<file path="config.mk">
export PLATFORM = sky130hd
export DESIGN_NAME = output_update_timing_engine
export DESIGN_NICKNAME = d
export VERILOG_FILES = /design/src/design/update_engine_pkg.sv /design/src/design/edge_sync_if.sv /design/src/design/edge_sync.sv /design/src/design/output_update_timing_engine.sv
export SDC_FILE = /design/constraint.sdc
export NUM_CORES = 1
export LEC_CHECK = 0
export BUFFER_PORTS_ARGS = -buffer_cell sky130_fd_sc_hd__buf_2
export CAP_MARGIN = 10
export CORE_MARGIN = 4
export CORE_UTILIZATION = 40
export DETAILED_ROUTE_END_ITERATION = 12
export PLACE_DENSITY = 0.61
export SLEW_MARGIN = 15
export SYNTH_ARGS = -nofsm -noshare
export SYNTH_HDL_FRONTEND = slang
export SYNTH_SLANG_ARGS = --single-unit
</file>
<file path="constraint.sdc">
create_clock -name clk_i -period 3.89 [get_ports clk_i]
set_clock_uncertainty 0.15 [all_clocks]
set_input_delay 0.778 -clock clk_i [delete_from_list [all_inputs] [get_ports clk_i]]
set_output_delay 0.778 -clock clk_i [all_outputs]
set_load 0.01 [all_outputs]
</file>
<file path="src/design/update_engine_pkg.sv">
// constants and types shared by the output update timing engine
`default_nettype none
package update_engine_pkg;
  localparam int          COUNT_W            = 24;
  localparam int          SEL_W              = 4;
  localparam int          CLK_HZ             = 25_000_000;
  // timebase selection codes
  localparam logic [2:0]  TB_100MHZ          = 3'h0;
  localparam logic [2:0]  TB_20MHZ           = 3'h1;
  localparam logic [2:0]  TB_100KHZ          = 3'h2;
  localparam logic [2:0]  TB_CLK10           = 3'h3;
  localparam logic [2:0]  TB_FUNC_TERM       = 3'h4;
  localparam logic [2:0]  TB_SYNC_BUS        = 3'h5;
  localparam logic [2:0]  TB_TRIG_LINE       = 3'h6;
  localparam logic [2:0]  TB_STAR            = 3'h7;
  // update clock source selection codes
  localparam logic [3:0]  SRC_DIVIDED        = 4'h0;
  localparam logic [3:0]  SRC_CTR_OUT        = 4'h1;
  localparam logic [3:0]  SRC_CHANGE_DET     = 4'h2;
  localparam logic [3:0]  SRC_CTR_SAMPLE     = 4'h3;
  localparam logic [3:0]  SRC_CAPTURE_CLK    = 4'h4;
  localparam logic [3:0]  SRC_PORT_OUT_CLK   = 4'h5;
  localparam logic [3:0]  SRC_FUNC_TERM      = 4'h6;
  localparam logic [3:0]  SRC_SYNC_BUS       = 4'h7;
  localparam logic [3:0]  SRC_TRIG_LINE      = 4'h8;
  localparam logic [3:0]  SRC_STAR           = 4'h9;
  localparam logic [3:0]  SRC_DSTAR          = 4'ha;
  // reset values
  localparam logic [COUNT_W-1:0] START_DELAY_RESET = 24'h000002;
  localparam logic [COUNT_W-1:0] COUNT_ONE         = 24'h000001;
  localparam logic [COUNT_W-1:0] COUNT_ZERO        = 24'h000000;
  typedef enum logic [1:0] {
    ST_IDLE  = 2'b00,
    ST_DELAY = 2'b01,
    ST_RUN   = 2'b11,
    ST_DONE  = 2'b10
  } engine_state_t;
endpackage : update_engine_pkg
`default_nettype wire

</file>
<file path="src/design/edge_sync_if.sv">
// interface carrying a synchronised line and its edge pulses
`default_nettype none
interface edge_sync_if;
  logic level;
  logic rise;
  logic fall;
  modport source (output level, output rise, output fall);
  modport sink   (input level, input rise, input fall);
endinterface : edge_sync_if
`default_nettype wire

</file>
<file path="src/design/edge_sync.sv">
// two-stage synchroniser with edge detection
`default_nettype none
module edge_sync (
  input  wire logic       clk_i,
  input  wire logic       reset_i,
  input  wire logic       line_i,
  edge_sync_if.source     sync
);
  logic meta_reg;
  logic meta_next;
  logic stable_reg;
  logic stable_next;
  logic last_reg;
  logic last_next;

  always_comb begin
    meta_next   = line_i;
    stable_next = meta_reg;
    last_next   = stable_reg;
  end

  always_ff @(posedge clk_i) begin
    if (reset_i) begin
      meta_reg   <= 1'b0;
      stable_reg <= 1'b0;
      last_reg   <= 1'b0;
    end else begin
      meta_reg   <= meta_next;
      stable_reg <= stable_next;
      last_reg   <= last_next;
    end
  end

  assign sync.level = stable_reg;
  assign sync.rise  = stable_reg & ~last_reg;
  assign sync.fall  = ~stable_reg & last_reg;
endmodule : edge_sync
`default_nettype wire

</file>
<file path="src/design/output_update_timing_engine.sv">
// output update timing engine: timebase, divider, start delay, pause, finite count
`default_nettype none
module output_update_timing_engine
  import update_engine_pkg::*;
(
  input  wire logic                clk_i,
  input  wire logic                reset_i,
  input  wire logic                tb_100mhz_i,
  input  wire logic                tb_20mhz_i,
  input  wire logic                tb_100khz_i,
  input  wire logic                tb_clk10_i,
  input  wire logic                func_term_i,
  input  wire logic                sync_bus_i,
  input  wire logic                trig_line_i,
  input  wire logic                star_i,
  input  wire logic                dstar_i,
  input  wire logic                ctr_out_i,
  input  wire logic                change_det_i,
  input  wire logic                ctr_sample_i,
  input  wire logic                input_capture_clock_i,
  input  wire logic                port_output_clock_i,
  input  wire logic                output_start_trigger_i,
  input  wire logic                output_pause_input_i,
  input  wire logic                sw_start_i,
  input  wire logic                sw_stop_i,
  input  wire logic [2:0]          timebase_sel_i,
  input  wire logic                timebase_falling_i,
  input  wire logic [SEL_W-1:0]    clock_sel_i,
  input  wire logic                clock_falling_i,
  input  wire logic                start_falling_i,
  input  wire logic                pause_active_low_i,
  input  wire logic [COUNT_W-1:0]  divisor_i,
  input  wire logic [COUNT_W-1:0]  start_delay_i,
  input  wire logic                delay_load_i,
  input  wire logic                finite_i,
  input  wire logic                retrigger_i,
  input  wire logic [COUNT_W-1:0]  sample_count_i,
  input  wire logic                export_en_i,
  output logic                     bank_update_o,
  output logic                     output_update_clock_o,
  output logic                     output_update_clock_oe_o,
  output logic                     running_o,
  output logic                     done_o,
  output logic [COUNT_W-1:0]       samples_o
);
  //////////////////////////////////////////////////////////////////////////
  // synchronisers for every outside line
  localparam int NLINES = 16;
  logic [NLINES-1:0] raw_lines;
  logic [NLINES-1:0] lvl;
  logic [NLINES-1:0] rise;
  logic [NLINES-1:0] fall;

  assign raw_lines = {output_pause_input_i, output_start_trigger_i, port_output_clock_i,
                      input_capture_clock_i, ctr_sample_i, change_det_i, ctr_out_i,
                      dstar_i, star_i, trig_line_i, sync_bus_i, func_term_i,
                      tb_clk10_i, tb_100khz_i, tb_20mhz_i, tb_100mhz_i};

  for (genvar g = 0; g < NLINES; g++) begin : g_sync
    edge_sync_if s ();
    edge_sync u_sync (
      .clk_i   (clk_i),
      .reset_i (reset_i),
      .line_i  (raw_lines[g]),
      .sync    (s.source)
    );
    assign lvl[g]  = s.level;
    assign rise[g] = s.rise;
    assign fall[g] = s.fall;
  end

  //////////////////////////////////////////////////////////////////////////
  // timebase tick selection, from internal and external lines
  logic [3:0] tb_idx;
  logic       tb_tick;
  logic [3:0] clk_idx;
  logic       src_edge;
  logic       start_edge;
  logic       paused;
  logic       is_internal;

  always_comb begin
    unique case (timebase_sel_i)
      TB_100MHZ:    tb_idx = 4'h0;
      TB_20MHZ:     tb_idx = 4'h1;
      TB_100KHZ:    tb_idx = 4'h2;
      TB_CLK10:     tb_idx = 4'h3;
      TB_FUNC_TERM: tb_idx = 4'h4;
      TB_SYNC_BUS:  tb_idx = 4'h5;
      TB_TRIG_LINE: tb_idx = 4'h6;
      TB_STAR:      tb_idx = 4'h7;
    endcase
    tb_tick = timebase_falling_i ? fall[tb_idx] : rise[tb_idx];
  end

  always_comb begin
    clk_idx     = 4'h0;
    is_internal = 1'b0;
    unique case (clock_sel_i)
      SRC_DIVIDED:      is_internal = 1'b1;
      SRC_CTR_OUT:      clk_idx = 4'h9;
      SRC_CHANGE_DET:   clk_idx = 4'ha;
      SRC_CTR_SAMPLE:   clk_idx = 4'hb;
      SRC_CAPTURE_CLK:  clk_idx = 4'hc;
      SRC_PORT_OUT_CLK: clk_idx = 4'hd;
      SRC_FUNC_TERM:    clk_idx = 4'h4;
      SRC_SYNC_BUS:     clk_idx = 4'h5;
      SRC_TRIG_LINE:    clk_idx = 4'h6;
      SRC_STAR:         clk_idx = 4'h7;
      SRC_DSTAR:        clk_idx = 4'h8;
      default:          is_internal = 1'b1;
    endcase
    src_edge   = clock_falling_i ? fall[clk_idx] : rise[clk_idx];
    start_edge = sw_start_i | (start_falling_i ? fall[14] : rise[14]);
    paused     = lvl[15] ^ pause_active_low_i;
  end

  //////////////////////////////////////////////////////////////////////////
  // engine state, divider, delay and sample counters
  engine_state_t      state_reg;
  engine_state_t      state_next;
  logic [COUNT_W-1:0] div_reg;
  logic [COUNT_W-1:0] div_next;
  logic [COUNT_W-1:0] delay_cfg_reg;
  logic [COUNT_W-1:0] delay_cfg_next;
  logic [COUNT_W-1:0] delay_reg;
  logic [COUNT_W-1:0] delay_next;
  logic [COUNT_W-1:0] samp_reg;
  logic [COUNT_W-1:0] samp_next;
  logic               upd_reg;
  logic               upd_next;
  logic               clk_out_reg;
  logic               clk_out_next;
  logic               tick;

  always_comb begin
    state_next     = state_reg;
    div_next       = div_reg;
    delay_next     = delay_reg;
    samp_next      = samp_reg;
    upd_next       = 1'b0;
    tick           = 1'b0;
    delay_cfg_next = delay_load_i ? start_delay_i : delay_cfg_reg;
    unique case (state_reg)
      // start launches; triggers taken when idle, or when done with retrigger_i set
      ST_IDLE: begin
        if (start_edge) begin
          state_next = ST_DELAY;
          delay_next = delay_cfg_reg;
          samp_next  = COUNT_ZERO;
          div_next   = COUNT_ZERO;
        end
      end
      ST_DELAY: begin
        if (tb_tick) begin
          if (delay_reg <= COUNT_ONE) begin
            state_next = ST_RUN;
          end else begin
            delay_next = delay_reg - COUNT_ONE;
          end
        end
      end
      ST_RUN: begin
        // divided internal pulses; external edge otherwise
        if (is_internal) begin
          if (tb_tick) begin
            if (div_reg == COUNT_ZERO) begin
              tick     = 1'b1;
              div_next = (divisor_i > COUNT_ONE) ? divisor_i - COUNT_ONE : COUNT_ZERO;
            end else begin
              div_next = div_reg - COUNT_ONE;
            end
          end
        end else begin
          // other sources resume only on a fresh edge
          tick = src_edge;
        end
        if (tick) begin
          // pause masks the strobe; count still advances
          upd_next  = ~paused;
          samp_next = samp_reg + COUNT_ONE;
          if (finite_i && (samp_reg + COUNT_ONE >= sample_count_i)) begin
            state_next = retrigger_i ? ST_IDLE : ST_DONE;
          end
        end
      end
      ST_DONE: begin
        if (start_edge && retrigger_i) begin
          state_next = ST_DELAY;
          delay_next = delay_cfg_reg;
          samp_next  = COUNT_ZERO;
        end
      end
    endcase
    if (sw_stop_i) begin
      state_next = ST_IDLE;
    end
    // active-low export, one clock cycle wide low
    clk_out_next = ~upd_next;
  end

  always_ff @(posedge clk_i) begin
    if (reset_i) begin
      state_reg     <= ST_IDLE;
      div_reg       <= COUNT_ZERO;
      delay_cfg_reg <= START_DELAY_RESET;
      delay_reg     <= COUNT_ZERO;
      samp_reg      <= COUNT_ZERO;
      upd_reg       <= 1'b0;
      clk_out_reg   <= 1'b1;
    end else begin
      state_reg     <= state_next;
      div_reg       <= div_next;
      delay_cfg_reg <= delay_cfg_next;
      delay_reg     <= delay_next;
      samp_reg      <= samp_next;
      upd_reg       <= upd_next;
      clk_out_reg   <= clk_out_next;
    end
  end

  //////////////////////////////////////////////////////////////////////////
  // outputs
  // one strobe for all banks
  assign bank_update_o            = upd_reg;
  // only the update clock leaves, never the timebase
  assign output_update_clock_o    = clk_out_reg;
  assign output_update_clock_oe_o = export_en_i;
  assign running_o                = (state_reg == ST_DELAY) || (state_reg == ST_RUN);
  assign done_o                   = (state_reg == ST_DONE);
  assign samples_o                = samp_reg;

  //////////////////////////////////////////////////////////////////////////
  // assertions
  a_pause_masks_update: assert property (@(posedge clk_i) disable iff (reset_i)
    ($past(paused) && $past(state_reg) == ST_RUN) |-> !bank_update_o)
    else $error("update issued while paused");
  a_count_in_pause: assert property (@(posedge clk_i) disable iff (reset_i)
    (state_reg == ST_RUN && tick && !sw_stop_i) |=> samp_reg == $past(samp_reg) + COUNT_ONE)
    else $error("sample count did not advance");
  a_delay_reset_two: assert property (@(posedge clk_i)
    $past(reset_i) && !$past(delay_load_i) |-> delay_cfg_reg == START_DELAY_RESET)
    else $error("start delay default wrong");
  a_ignore_retrigger: assert property (@(posedge clk_i) disable iff (reset_i)
    (running_o && !(state_reg == ST_RUN && tick) && start_edge && !sw_stop_i) |=> running_o)
    else $error("trigger restarted a running burst");
  a_finite_stops: assert property (@(posedge clk_i) disable iff (reset_i)
    (state_reg == ST_RUN && tick && finite_i && !retrigger_i
     && samp_reg + COUNT_ONE >= sample_count_i && !sw_stop_i) |=> done_o)
    else $error("finite run did not complete");
  a_export_low: assert property (@(posedge clk_i) disable iff (reset_i)
    bank_update_o |-> !output_update_clock_o)
    else $error("exported clock not active low");
  a_sw_stop_idle: assert property (@(posedge clk_i) disable iff (reset_i)
    sw_stop_i |=> state_reg == ST_IDLE ##1 !bank_update_o)
    else $error("software stop ignored");
  a_delay_first: assert property (@(posedge clk_i) disable iff (reset_i)
    (state_reg == ST_IDLE && start_edge && !sw_stop_i) |=> state_reg == ST_DELAY)
    else $error("start did not enter delay");
  a_update_needs_run: assert property (@(posedge clk_i) disable iff (reset_i)
    bank_update_o |-> $past(state_reg) == ST_RUN)
    else $error("update outside a run");
  c_finite_done: cover property (@(posedge clk_i) disable iff (reset_i) $rose(done_o));
  c_paused_tick: cover property (@(posedge clk_i) disable iff (reset_i) tick && paused);
  c_external_upd: cover property (@(posedge clk_i) disable iff (reset_i)
    bank_update_o && $past(!is_internal));
endmodule : output_update_timing_engine
`default_nettype wire

</file>
After elaboration in Yosys (flattened, before gate mapping)
Memory sizes are Yosys's and may differ from the RTL's.
Index checks and enable logic that the tools add are counted.

storage, ports and cells
  bits in registers = 148
  bits in latches = 0
  memory bits (writable) = 0
  ROM bits = 24
  input port bits = 107
  output and inout port bits = 29
  logic and storage cells = 209
  memories kept = 1

cells by class
  add/sub/neg operators = 4
  $mul = 0
  div/mod/pow operators = 0
  order comparisons = 5
  equal/unequal tests = 22
  shifts and indexed selects = 0
  mux-type cells = 40
  bitwise logic cells = 68
  reductions and logical operators = 14

memories
  memory           depth  width  rd ports  clocked after memory_dff  wr ports  RTL line                           text
  (no name shown)  8      3      1         0                         0         output_update_timing_engine.sv:83  unique case (timebase_sel_i)

operators by type and width
  operator                                                                            count
  24-bit two-way mux                                                                  11
  24-bit one-hot mux with 3 select lines                                              2
  24-bit by 1-bit subtractor with 24-bit output (second input constant)               3
  24-bit one-hot mux with 2 select lines                                              1
  4-bit one-hot mux with 10 select lines                                              1
  1-bit inverter                                                                      34
  1-bit bitwise AND                                                                   32
  24-bit by 1-bit adder with 24-bit output (second input constant)                    1
  24-bit greater-or-equal comparator                                                  1
  24-bit by 1-bit > comparator with 1-bit output (second input constant)              1
  24-bit by 1-bit less-or-equal comparator with 1-bit output (second input constant)  1
  24-bit logical NOT                                                                  1
  1-bit binary-select mux with 4-bit select                                           4
  4-bit by 3-bit == test with 1-bit output (second input constant)                    4
  2-bit two-way mux                                                                   7
  2-bit inequality test (second input constant)                                       7
  1-bit two-way mux                                                                   13
  4-bit == test (second input constant)                                               3
  4-bit by 5-bit < comparator with 1-bit output (second input constant)               2
  10-bit OR reduction                                                                 1
  4-bit by 2-bit == test with 1-bit output (second input constant)                    2
  2-bit one-hot mux with 4 select lines                                               1
  4-bit AND reduction                                                                 2
  6-bit AND reduction                                                                 1
  other kinds (13)                                                                    17

Longest topological paths before layout
  word-level depth = 11
  mapped depth = 15
  mapped depth without buffers = 15

Hierarchy
Synthesis repeated with hierarchy kept, for this count alone.

second synthesis, totals
  cells, all modules = 1069
  area, all modules = 8620.8 sq um

by module, submodules not included
  module                       instances  cells each  area an instance (sq um)  seq. area each (sq um)
  output_update_timing_engine  1          941         7159.4                    2001.9
  edge_sync                    16         8           91.3                      60.1

Least setup slack after synthesis
No wires, ideal clock.

  path type = register to register
  start = register samp_reg[7], in the netlist samples_o[7]
  end = register state_reg[1]
  library setup time = 0.086 ns
  arrival = 3.184 ns
  required time = 3.654 ns
  path slack = 0.471 ns
  stages on the path, launching flop included = 16
  path buffers = 1
  period minus slack after synthesis = 3.419 ns
  cell sequence = dfxtp_1 > clkbuf_1 > nand4_1 > nor4_1 > nand3_1 > inv_1 > nand3_1 > xnor2_1 > ha_1 > a21o_1 > a21o_1 > a21oi_1 > o21ai_0 > a32o_1 > a21o_1 > a211oi_1

between the ends
  word-level cells in the longest chain between the ends = 5

ends and longest elaborated chain
  item                                      RTL line                            text
  start: declaration                        output_update_timing_engine.sv:128  logic [COUNT_W-1:0] samp_reg;
  start signal: assignment                  output_update_timing_engine.sv:216  samp_reg <= samp_next;
  24-bit by 1-bit adder with 24-bit output  output_update_timing_engine.sv:182  if (finite_i && (samp_reg + COUNT_ONE >= sample_count_i)) begin
  24-bit greater-or-equal comparator        output_update_timing_engine.sv:182
  1-bit logical AND                         output_update_timing_engine.sv:182
  2-bit inequality test (no source line)    -
  6-bit AND reduction (no source line)      -
  end signal: assignment                    output_update_timing_engine.sv:212  state_reg <= state_next;
  end: declaration                          output_update_timing_engine.sv:120  engine_state_t state_reg;

Every way passes these cells.
A chain may end at the register's enable or synchronous reset.

Final worst setup path
  start = register samp_reg[8], in the netlist samples_o[8]
  end = register state_reg[1]

Same word-level chain as after synthesis.

==> results by group <==
Die
  • Width of the die: 155 um
  • I/O Pins: 136
  • Starting Density: 41.0%
  • Height of the die: 155 um
  • Die area: 24100 sq um
  • Cell Rows: 53
  • Total core area: 21200 sq um

Setup path
  • FF-to-FF End: state_reg[1]$_SDFFE_PP0P_
  • Slowest CP cell: dfxtp_1
  • R2R Path Start: samples_o[8]$_SDFFE_PP0P_
  • Crit path depth: 14
  • Startpoint class of the critical path: flip-flop
  • WP data required: 4.07 ns
  • Crit path kind: flip-flop to flip-flop
  • Element type at the critical path end: flip-flop
  • Flop-to-flop setup slack: 0.37 ns
  • Critical Path AT: 3.70 ns
  • CP delay by family, top: compound AO/OA/AOI/OAI gates
  • Crit-path max FO: 5
  • CP Cell Sequence: nand4_1 > nor4_4 > nand3_1 > inv_1 > nand3_1 > xnor2_1 > ha_1 > a21o_1 > a21o_1 > a21oi_1 > o21ai_0 > a32o_1 > a21o_1 > a211oi_1
  • Most Frequent Cell on Critical Path: a21o_1
  • Crit path buf inv count: 1
  • Largest stage delay, worst path: 0.41 ns
  • R2r worst-path depth: 14

Synthesis
  • Yosys reg bits: 148
  • Synth top area share: 34.1%
  • Syn nets: 1218
  • Post-Syn Area: 8680 sq um
  • Synth top area cells: dfxtp_1 34%, nor2_1 4.6%, ha_1 4.5%, a21oi_1 4.0%, nor2b_1 3.9%
  • Post-synth EDFFs: 0
  • Syn. warnings: 0
  • Syn Area/Cell: 8.04 sq um
  • Number of library cell types mapped by synthesis: 79
  • Post-synth top cells: 148 x dfxtp_1, 107 x nor2_1, 81 x nand2_1, 69 x a21oi_1, 60 x o21ai_0
  • Post-synthesis sequential area ratio: 34.1%
  • Top-count cell post-synth: dfxtp_1
  • Synth Instances: 1080
  • Most area-hungry cell type in the Yosys netlist: dfxtp_1
  • Ys async rst share: 0%
  • Ys flop type: dfxtp_1

Layout
  • Layout cell share with drive strength beyond 1: 18.5%
  • Fin nets: 1328
  • Layout area overhead: 18.7%
  • Design Area, Final: 10300 sq um
  • # diodes: 0

Timing
  • Measured slew at the worst slew-check pin: 1.09 ns
  • Min Tclk post-route: 3.52 ns
  • Rel. slew slack: 27.5%
  • Tcrit/Tclk final: 90.4%
  • Max Clk Rate: 284 MHz
  • Setup TNS: 0 ns
  • RSZ-0062 raised after global routing: false
  • Final max-slew violation count: 0
  • Hold_ws: 0.284 ns
  • Final setup viols: 0
  • Final-report hold violation count: 0

Route
  • DR WL/cell: 15.1 um
  • Vias: 7935
  • Total Wirelength: 22400 um
  • ANT nets after route: 0
  • DRC Markers: 0
  • DR vias/cell: 5.37
  • Initial DRC Count: 548
  • DR pass1 iterations: 5

Clocking
  • Postcts setup bufs: 0
  • Clk Tree Root Cell: clkbuf_16
  • Clk Latency, worst-skew pair: 0.42 ns
  • H-tree depth: 4
  • Max Buffers Root-to-Sink: 2
  • TritonCTS clock tree: done
  • CTS Sinks: 148
  • Worst-path clk slew: 0.07 ns
  • Num CTS Buffers: 17
  • CTS Hold Bufs: 0

Global routing
  • Antenna violations before repair: 0
  • Largest net degree at the start of global routing: 60
  • Vias in the first global route: 7281
  • Tot GR Track Use: 18.4%
  • First-pass GRT wire length: 36900 um
  • Gr ovfl total: 0

Pwr
  • Leakage power: 4.45 nW
  • Pwr dens: 379 nW/um^2
  • Max VDD drop: 229 uV

Worst hold path
  • WHS Path Cells: 1
  • Hold Path End: g_sync[12].u_sync.sync.level$_SDFF_PP0_
  • Hold Crit Class: flip-flop to flip-flop
  • Worst Hold Launch: g_sync[12].u_sync.meta_reg$_SDFF_PP0_

Job
  • Max-cap viol count: 0

Placed design
  • Placed Area: 9640 sq um
  • Routability cong.: 0.903
  • Post-DP HPWL: 16100 um
  • Port Buffers: 133

Run status
  • Status: finished clean
stage by stage:
| step | std cells | total power, mW | util (%) | worst slack (ns) |
|---|---|---|---|---|
| after floorplan | 1080 | 1.97 | - | 0.471 |
| after global placement | 1446 | 2.13 | 45.6 | 0.197 |
| after detailed placement | 1446 | 2.14 | 45.6 | 0.137 |
| after CTS | 1478 | 3.95 | 48.6 | 0.117 |
| after global routing | 1478 | 4.09 | 48.7 | 0.0441 |
| final | 1478 | 3.90 | 48.7 | 0.373 |
final cells by class:
type,instances,area (sq um)
Clock buffer,18,429
Clock inverter,14,214
Fill cell,2079,10800
Inverter,45,169
Multi-Input combinational cell,821,5310
Sequential cell,148,2970
Tap cell,275,344
Timing Repair Buffer,157,873
where the power goes:
part           internal, mW  switching, mW  leakage, nW
combinational         0.202          0.288         2.92
clock                  1.10          0.703        0.312
sequential             1.57         0.0407         1.21
total                  2.87           1.03         4.45
kinds of logic after synthesis:
group / share of synthesized area, %
fa+ha+maj: 4.47
xor+xnor: 5.65
compound gates: 19.0
flops: 34.1
mux: 4.09
simple gates: 27.5
buf+inv: 5.13
worst max-delay path by stage:
stage                              startpoint                        end  slack (ns)
floorplan           samples_o[7]$_SDFFE_PP0P_  state_reg[1]$_SDFFE_PP0P_        0.47
global placement    samples_o[7]$_SDFFE_PP0P_  state_reg[1]$_SDFFE_PP0P_        0.20
detailed placement  samples_o[0]$_SDFFE_PP0P_  state_reg[1]$_SDFFE_PP0P_        0.14
CTS                 samples_o[0]$_SDFFE_PP0P_  state_reg[1]$_SDFFE_PP0P_        0.12
global route        samples_o[2]$_SDFFE_PP0P_  state_reg[1]$_SDFFE_PP0P_        0.04
finish              samples_o[8]$_SDFFE_PP0P_  state_reg[1]$_SDFFE_PP0P_        0.37
what timing repair did:
item	in CTS	in global routing
setup endpoints to repair	0	2
hold endpoints to repair	0	0
resized for setup	0	6
metal layers:
layer,global-route usage (%),share of wire [%]
met3,3.06,4.2
met1,25.9,49
met4,5.25,1.5
met5,0,0
met2,29.1,45
cell usage in the layout (no fill, tap or decap), drive strengths merged, types with 11 or more instances in the layout:
master,instances
nor4,23
xnor2,30
dfxtp,148
nor2,107
nand3,28
a22oi,14
nand2b,30
buf,157
nor2b,54
o31ai,12
inv,51
nand4,14
a211oi,11
xor2,26
a21o,17
a21oi,69
mux2i,31
ha,31
nand2,82
nor3,50
o21ai,67
clkbuf,18
or4,13
Power figures use the tool's default switching activity.
